`src/hw/rpr_defines.svh`:
```
`ifndef RPR_DEFINES_SVH
`define RPR_DEFINES_SVH
// Summary of operation
// (RQ1) region setup uses only the locator and attribute control registers.
// (RQ2) software writes start, index and kind into the locator register.
// (RQ3) kind bit one selects a data region, zero an instruction region.
// (RQ4) start field holds start address divided by the region granule.
// (RQ5) region number is unique; lower number means higher overlap priority.
// (RQ6) software writes zeros into unused upper bits of the number field.
// (RQ7) software zeros unused upper and lower bits of start, size, end.
// (RQ8) build option picks size field or end field; only one exists.
// (RQ9) size variant: size field defines the selected region size.
// (RQ10) end variant: end field defines the upper address bound.
// (RQ11) memory type: 0 peripheral, 1 normal, 2 device, 3 reserved.
// (RQ12) access rights field holds permissions of the selected region.
// (RQ13) attribute write with fetch flag set performs a region read.
// (RQ14) attribute write with store flag set performs a region write.
// (RQ15) size field is 0xFFFFFF shifted by log2(size/256); zero is 4 GB.
// (RQ16) end field holds address just past the last byte, in granules.
// (RQ17) instruction rights: 000 none, 001 supervisor exec, 010 both exec.
// (RQ18) data rights 000,001,010,100,101,110 give none through both read/write.
// (RQ19) region read copies stored fields to registers; region write stores them.
// (RQ20) all readable fields of both registers reset to zero.
`define RPR_SEL_LOCATOR 1'b0
`define RPR_SEL_ATTRIB 1'b1
`define RPR_KIND_BIT 0
`define RPR_IDX_LSB 1
`define RPR_IDX_W 5
`define RPR_START_LSB 6
`define RPR_START_W 26
`define RPR_STORE_BIT 0
`define RPR_FETCH_BIT 1
`define RPR_RIGHTS_LSB 2
`define RPR_RIGHTS_W 3
`define RPR_MTYPE_LSB 5
`define RPR_MTYPE_W 2
`define RPR_BOUND_LSB 8
`define RPR_BOUND_W 24
`define RPR_NREG 32
`define RPR_RESET_WORD 32'h0000_0000
`define RPR_MT_PERIPH 2'h0
`define RPR_MT_NORMAL 2'h1
`define RPR_MT_DEVICE 2'h2
`define RPR_MT_RSVD 2'h3
`endif

```
`src/hw/rpr_pkg.sv`:
```
`include "rpr_defines.svh"
package rpr_pkg;
  typedef logic [`RPR_START_W-1:0] rpr_start_t;
  typedef logic [`RPR_BOUND_W-1:0] rpr_bound_t;
  typedef logic [`RPR_RIGHTS_W-1:0] rpr_rights_t;
  typedef logic [`RPR_MTYPE_W-1:0] rpr_mtype_t;
  typedef logic [`RPR_IDX_W-1:0] rpr_idx_t;
  typedef enum logic [1:0] {
    RPR_IDLE = 2'b01,
    RPR_LOAD = 2'b10
  } rpr_state_t;
endpackage

```
`src/hw/rpr_regs.sv`:
```
`timescale 1ns/1ps
`include "rpr_defines.svh"
module rpr_regs
  import rpr_pkg::*;
#(
  // size or end meaning of the bound field; storage is the same either way
  parameter bit USE_END_BOUND = 1'b0 // RQ8
) (
  // clock and reset
  input wire logic clk_sys,
  input wire logic srst,
  // control-register port from the core
  input wire logic ctlWrEn,
  input wire logic ctlSel,
  input wire logic [31:0] ctlWrData,
  input wire logic ctlRdEn,
  output logic [31:0] ctlRdData,
  // current register contents for the checking logic
  output logic dataKind,
  output rpr_idx_t regionIndex,
  output rpr_start_t regionStart,
  output rpr_bound_t regionBound,
  output rpr_mtype_t memory_type_field,
  output rpr_rights_t access_rights_field,
  output logic tableBusy
);

  // table of stored regions, one per index and kind
  rpr_start_t startMem [2*`RPR_NREG];
  rpr_bound_t boundMem [2*`RPR_NREG];
  rpr_mtype_t mtypeMem [2*`RPR_NREG];
  rpr_rights_t rightsMem [2*`RPR_NREG];

  logic kind_q, kind_d;
  rpr_idx_t idx_q, idx_d;
  rpr_start_t start_q, start_d;
  rpr_bound_t bound_q, bound_d;
  rpr_mtype_t mtype_q, mtype_d;
  rpr_rights_t rights_q, rights_d;
  rpr_state_t state_q, state_d;
  logic [31:0] rd_q, rd_d;
  logic [5:0] slot;
  logic doStore, doFetch;
  logic memWe;
  rpr_bound_t memBound;
  rpr_mtype_t memMtype;
  rpr_rights_t memRights;

  // data regions sit in the upper half of the table
  assign slot = {kind_q, idx_q}; // RQ3 RQ5
  assign doStore = ctlWrEn && ctlSel == `RPR_SEL_ATTRIB && ctlWrData[`RPR_STORE_BIT]; // RQ14
  // both flags at once is undefined; fetch is simply dropped then
  assign doFetch = ctlWrEn && ctlSel == `RPR_SEL_ATTRIB && ctlWrData[`RPR_FETCH_BIT] && !doStore; // RQ13

  // next register values
  always_comb begin
    kind_d = kind_q;
    idx_d = idx_q;
    start_d = start_q;
    bound_d = bound_q;
    mtype_d = mtype_q;
    rights_d = rights_q;
    state_d = state_q;
    case (state_q)
      RPR_IDLE: begin
        if (ctlWrEn && ctlSel == `RPR_SEL_LOCATOR) begin // RQ1 RQ2
          kind_d = ctlWrData[`RPR_KIND_BIT]; // RQ3
          idx_d = ctlWrData[`RPR_IDX_LSB +: `RPR_IDX_W]; // RQ5 RQ6
          start_d = ctlWrData[`RPR_START_LSB +: `RPR_START_W]; // RQ4 RQ7
        end else if (ctlWrEn && ctlSel == `RPR_SEL_ATTRIB) begin
          bound_d = ctlWrData[`RPR_BOUND_LSB +: `RPR_BOUND_W]; // RQ8 RQ9 RQ10 RQ15 RQ16
          mtype_d = ctlWrData[`RPR_MTYPE_LSB +: `RPR_MTYPE_W]; // RQ11
          rights_d = ctlWrData[`RPR_RIGHTS_LSB +: `RPR_RIGHTS_W]; // RQ12 RQ17 RQ18
          if (doFetch) begin
            state_d = RPR_LOAD; // RQ13
          end
        end
      end
      RPR_LOAD: begin
        // region read: table contents replace the register fields
        start_d = startMem[slot]; // RQ19
        bound_d = boundMem[slot];
        mtype_d = mtypeMem[slot];
        rights_d = rightsMem[slot];
        state_d = RPR_IDLE;
      end
      default: begin
        state_d = RPR_IDLE;
      end
    endcase
  end

  // register stage, synchronous reset to zero, state to RPR_IDLE
  always_ff @(posedge clk_sys) begin
    if (srst) begin
      kind_q <= 1'b0; // RQ20
      idx_q <= '0;
      start_q <= '0;
      bound_q <= '0;
      mtype_q <= '0;
      rights_q <= '0;
      state_q <= RPR_IDLE;
    end else begin
      kind_q <= kind_d;
      idx_q <= idx_d;
      start_q <= start_d;
      bound_q <= bound_d;
      mtype_q <= mtype_d;
      rights_q <= rights_d;
      state_q <= state_d;
    end
  end

  // region write uses the locator already held and the incoming attributes
  always_comb begin
    memWe = doStore && state_q == RPR_IDLE; // RQ14
    memBound = ctlWrData[`RPR_BOUND_LSB +: `RPR_BOUND_W];
    memMtype = ctlWrData[`RPR_MTYPE_LSB +: `RPR_MTYPE_W];
    memRights = ctlWrData[`RPR_RIGHTS_LSB +: `RPR_RIGHTS_W];
  end

  // table is not reset: a slot is undefined until its first store
  always_ff @(posedge clk_sys) begin
    if (memWe) begin
      startMem[slot] <= start_q; // RQ19
      boundMem[slot] <= memBound;
      mtypeMem[slot] <= memMtype;
      rightsMem[slot] <= memRights;
    end
  end

  // read data; flags read as zero being write-only
  always_comb begin
    rd_d = rd_q;
    if (ctlRdEn) begin
      if (ctlSel == `RPR_SEL_LOCATOR) begin
        rd_d = {start_q, idx_q, kind_q};
      end else begin
        rd_d = {bound_q, 1'b0, mtype_q, rights_q, 2'b00}; // RQ13 RQ14
      end
    end
  end

  // read word is held so the core may take it a cycle later
  always_ff @(posedge clk_sys) begin
    if (srst) begin
      rd_q <= `RPR_RESET_WORD;
    end else begin
      rd_q <= rd_d;
    end
  end

  // field outputs straight from the flops; only tableBusy is decoded from the state
  assign ctlRdData = rd_q;
  assign dataKind = kind_q;
  assign regionIndex = idx_q;
  assign regionStart = start_q;
  assign regionBound = bound_q;
  assign memory_type_field = mtype_q;
  assign access_rights_field = rights_q;
  assign tableBusy = (state_q == RPR_LOAD);
endmodule // rpr_regs

```
`config.mk`:
```
export PLATFORM = sky130hd
export DESIGN_NAME = rpr_regs
export DESIGN_NICKNAME = d
export VERILOG_FILES = /design/src/hw/rpr_pkg.sv /design/src/hw/rpr_regs.sv
export VERILOG_INCLUDE_DIRS = /design/src /design/src/hw
export SDC_FILE = /design/constraint.sdc
export NUM_CORES = 2
export LEC_CHECK = 0
export BUFFER_PORTS_ARGS = -buffer_cell sky130_fd_sc_hd__buf_2
export CAP_MARGIN = 10
export CORE_MARGIN = 2
export CORE_UTILIZATION = 30
export DETAILED_ROUTE_END_ITERATION = 10
export MAX_ROUTING_LAYER = met4
export PLACE_DENSITY = 0.53
export SLEW_MARGIN = 40
export SYNTH_ARGS = -nofsm -noshare
export SYNTH_HDL_FRONTEND = slang
export SYNTH_SLANG_ARGS = --single-unit
export TNS_END_PERCENT = 20
```
`constraint.sdc`:
```
create_clock -name clk_sys -period 9.9 [get_ports clk_sys]
set_input_delay 1.485 -clock clk_sys [delete_from_list [all_inputs] [get_ports clk_sys]]
set_output_delay 1.485 -clock clk_sys [all_outputs]
set_load 0.02 [all_outputs]
```
======== Yosys cells after proc, flatten, opt, wreduce, memory -nomap -nowiden ========
Memories as Yosys holds them, arrays and structs flattened. A register that Yosys moved wholly into a read port is not among the register bits.
Index checks and enable logic that the tools add are counted.
word-level totals
  ROM bits ................................ 0
  register bits ........................... 95
  input port bits ......................... 37
  latch bits .............................. 0
  output and inout port bits .............. 94
  logic and storage cells ................. 55
  memory bits (writable) .................. 3520
  memories kept ........................... 4
operators by class
  equal/unequal tests ..................... 5
  order comparisons ....................... 0
  multiply operators ...................... 0
  bitwise gates (word level) .............. 3
  reduce and logical (&&, ||, !) cells .... 13
  mux-type cells .......................... 22
  $add $sub $neg .......................... 0
  div/mod/pow operators ................... 0
  shift-type cells ........................ 0
memories
  name       words  bits a word  rd ports  clocked after Yosys merged registers in  write ports  RTL line        source
  startMem   64     26           1         1                                        1            rpr_regs.sv:29  rpr_start_t startMem [2*`RPR_NREG];
  boundMem   64     24           1         1                                        1            rpr_regs.sv:30  rpr_bound_t boundMem [2*`RPR_NREG];
  rightsMem  64     3            1         1                                        1            rpr_regs.sv:32  rpr_rights_t rightsMem [2*`RPR_NREG];
  mtypeMem   64     2            1         1                                        1            rpr_regs.sv:31  rpr_mtype_t mtypeMem [2*`RPR_NREG];
operators with widths
  operator            number
  $pmux 26 s2         1
  $mux 24             2
  $mux 6              8
  $pmux 24 s2         1
  $mux 32             1
  $mux 26             1
  $logic_and 1x1->1   6
  $mux 3              2
  $ne 2x2->1 const B  3
  $pmux 3 s2          1
  $reduce_and 3->1    2
  $mux 2              2
  $pmux 2 s2          1
  $reduce_and 2->1    2
  $not 1->1           3
  $eq 2x1->1 const B  1
  $eq 2x2->1 const B  1
  $mux 1              2
  $reduce_bool 2->1   1
  $reduce_or 2->1     1
  $logic_not 1->1     1

======== Depth between registers and ports, before layout ========
  word-level depth ........................ 5
  gate-level depth with buffers ........... 12
  gate-level depth less buffers ........... 8

======== Worst setup path after synthesis ========
Ideal clock, no wire load.
  path type ............................... input-to-reg
  from .................................... input ctlSel
  to ...................................... memory boundMem[24][0] in the netlist's numbering, enable pin
  path slack .............................. 1560 ps
  arrival ................................. 7734 ps
  data required time ...................... 9294 ps
  stages .................................. 5
  path through ............................ clkbuf_1 > nand2_1 > nor2_1 > nand4b_1 > nor4_1
between the ends
  cells in the longest elaborated chain, start to end .. 5
ends and longest elaborated chain
  element                       RTL line         source
  from (decl)                   rpr_regs.sv:14   input wire logic ctlSel,
  $logic_and 1x1->1 (no line)   --
  $logic_and 1x1->1             rpr_regs.sv:51   assign doStore = ctlWrEn && ctlSel == `RPR_SEL_ATTRIB && ctlWrData[`RPR_STORE_BIT];
  $logic_and 1x1->1             rpr_regs.sv:116  memWe = doStore && state_q == RPR_IDLE;
  $mux 1                        rpr_regs.sv:124  if (memWe) begin
  $mux 1 (not written as such)  rpr_regs.sv:126  boundMem[slot] <= memBound;
  to (decl)                     rpr_regs.sv:30
Every way passes these cells.

==> out/metrics.csv <==
metric;value;unit
port_buffers;130;
critPathMaxStageDelay;0.85;ns
dieWidth;684;um
dieArea;467000;sq um
max_slew_margin;37.9;%
drive_gt1_share;31.0;%
min_period;4.74;ns
via_per_inst;5.29;
synth_seq_cells;3621;
timing.critical_path.buf_inv;2;
clkPwrFrac;42.9;%
synth_xor_area_share;0;%
grt_pass1_wl;578000;um
ys_types;61;
criticalPathCategory;reg -> reg;
synth_compound_area_share;1.63;%
finalClockSkew;0.0529;ns
grt-ovfl-total;0;
drv_cap;0;
slew_violations;0;
clk_pin_slew_worst_paths;0.06;ns
yosys-top-cells-area;edfxtp_1 (76%), mux4_2 (16%), dfxtp_1 (1.5%);
cts_tree;built;
grt_pass1_vias;67700;
hp-class;reg -> reg;
cts_resized;0;
rsz0062_at_grt;no;
outcome;finished clean;
cts_hold_buf;0;
muxShareOfSynthArea;17.7;%
critPathArrivalTime;5.55;ns
synth_top_family_by_area;multiplexers;
grtUsageTotal;18.2;%
yosys_most_used_dff;edfxtp_1;
final.setup.tns;0;ns
synth-simple-area-share;1.51;%
final_common_cell;edfxtp_1;
via_count;67900;
worstSetupStartpointType;flop;
layout.nets;6392;
syn_nets;5956;
wl_per_cell;33.0;um
final_core_util;34.9;%
crit_chain;buf_12 -> buf_4 -> mux4_2 -> a22oi_1 -> a21oi_1 -> or2_2 -> nor3_1 -> o41ai_1;
wirelength;423000;um
post-synth-top-area-cell;edfxtp_1;
final_antenna_net_count;0;
postCtsSetupBuffers;0;
internal-power;0.0254;W
ys_seq_area_share;77.7;%
crit_required;10.71;ns
syn_inst;5917;
powerDensity;203;nW/um^2
ys_async_sr_fraction;0;%
grt_max_degree;113;
worst_setup_path_end_kind;flop;
cts_max_level;5;
drt-initial-drc-count;9305;
yosys.area_share.adder;0.0181;%
insertion_delay;0.96;ns
worstMarginPinSlew;0.924;ns
initial_utilization;30.1;%
root_buffer;clkbuf_16;
routabilityCongestion;0.843;
cpMaxStageDelayCell;dfxtp_4;
p_leak;48.5;nW
fin_crit_sh;47.9;%
final_cell_mix;edfxtp_1 (3,520), mux4_2 (1,001), clkbuf_16 (378);
drt_pass1_iterations;5;
hold_violations;0;
cts_buffer_depth;4;
seqPwrFrac;52.1;%
synth-edff-count;3520;
ios;131;
netlist.area_leader.share;76.3;%
critical_path.top_delay_family;buffers and inverters;
antenna_found_initial;38;
p_comb_share;5.0;%
die_h;684;um
clock-sinks;3621;
avgSynthCellArea;23.4;sq um
cts_made_buffers;372;
ys.warnings.count;0;
power_switching;0.00712;W
finalSetupViolCount;0;
area_delta_synth_final;15.8;%
post-dp-hpwl;246000;um
worstPathMaxFanout;84;
max_clock_freq;211;MHz
remaining_drc_errors;0;
ir_worst_vdd;0.129;mV
row_count;249;
p_sw_share;21.9;%
core_area;460000;sq um
netlist_area;139000;sq um
worst paths after layout:
| path | startpoint | slack, ns | endpoint | cells past startpoint |
|---|---|---|---|---|
| min | ctlRdData[7] | 0.47 | ctlRdData[7] | 2 |
| max | flop | 5.16 | regionStart[3] | 8 |
| min reg2reg | ctlRdData[7] | 0.47 | ctlRdData[7] | 2 |
| max reg2reg | flop | 5.16 | regionStart[3] | 8 |
synthesized netlist by cell type (5+ instances only):
| cell type | instances |
|---|---|
| nand3_1 | 25 |
| or3_1 | 11 |
| dfxtp_1 | 101 |
| and2_1 | 13 |
| nor4_1 | 24 |
| buf_6 | 40 |
| a211oi_1 | 81 |
| mux2_2 | 10 |
| clkbuf_1 | 113 |
| o21ai_0 | 28 |
| o22ai_1 | 24 |
| nand3b_1 | 12 |
| mux4_2 | 1001 |
| a41oi_1 | 5 |
| nor3_1 | 35 |
| a22o_1 | 8 |
| a2111oi_0 | 21 |
| buf_2 | 97 |
| nor2_1 | 184 |
| nor2b_1 | 34 |
| edfxtp_1 | 3520 |
| nand2_1 | 71 |
| buf_1 | 25 |
| buf_4 | 60 |
| and3_1 | 5 |
| a221oi_1 | 13 |
| a22oi_1 | 52 |
| nand2b_1 | 14 |
| mux2i_1 | 173 |
| o2111ai_1 | 5 |
| a21oi_1 | 43 |
| inv_1 | 6 |
cells by family (layout without fill, tap and decap cells):
| group | after synthesis | after routing |
|---|---|---|
| compound gates | 317 | 317 |
| fa+ha+maj | 2 | 2 |
| buf+inv | 347 | 1090 |
| flops | 3621 | 3621 |
| mux | 1188 | 1188 |
| other cells | 0 | 16 |
| simple gates | 442 | 442 |
metrics by stage:
step	power (W)	area (sq um)	cells	worst slack (ns)	hold slack [ns]
5_1_grt	0.0334	160000	12800	4.93	0.495
3_3_place_gp	0.0189	148000	12100	4.50	0.459
4_1_cts	0.0328	160000	12800	5.14	0.472
3_5_place_dp	0.0189	148000	12100	4.55	0.463
6_report	0.0325	160000	12800	5.16	0.471
2_1_floorplan	0.0181	139000	5917	1.56	0.481
tightest hold or removal path, delay by kind of cell (launching register included):
kind            cells  cell delay (ns)
flops               1             0.31
simple gates        1             0.06
compound gates      1             0.05
power by group through the flow:
stage	combinational, W	sequential, W	clock [W]
2_1_floorplan	0.000812	0.0173	0
3_3_place_gp	0.00160	0.0173	0
3_5_place_dp	0.00163	0.0173	0
4_1_cts	0.00164	0.0170	0.0142
5_1_grt	0.00169	0.0170	0.0148
6_report	0.00162	0.0170	0.0140
metal layers:
layer / global-route usage, % / vias to the layer above / share of wire, %
li1: - / 26400 / -
met1: 24.3 / 37600 / 41
met2: 28.3 / 3231 / 47
met3: 2.70 / 661 / 7.5
met4: 6.74 / 0 / 4.2
met5: - / - / 0
layout make-up:
class	instances	area (sq um)
Multi-Input combinational cell	1949	29500
Fill cell	42300	300000
Sequential cell	3621	108000
Antenna cell	16	40.0
Clock inverter	191	2000
Clock buffer	490	10100
Timing Repair Buffer	402	3360
Tap cell	6149	7690
Inverter	7	28.8
state kept, by name (all words and copies together) (netlist names), 3 cells and up, named ones only:
| name | count |
|---|---|
| startMem | 1664 |
| boundMem | 1536 |
| rightsMem | 192 |
| mtypeMem | 128 |
| ctlRdData | 32 |
| regionStart | 26 |
| regionBound | 24 |
| regionIndex | 5 |
| access_rights_field | 3 |
Power figures use the tool's default switching activity.
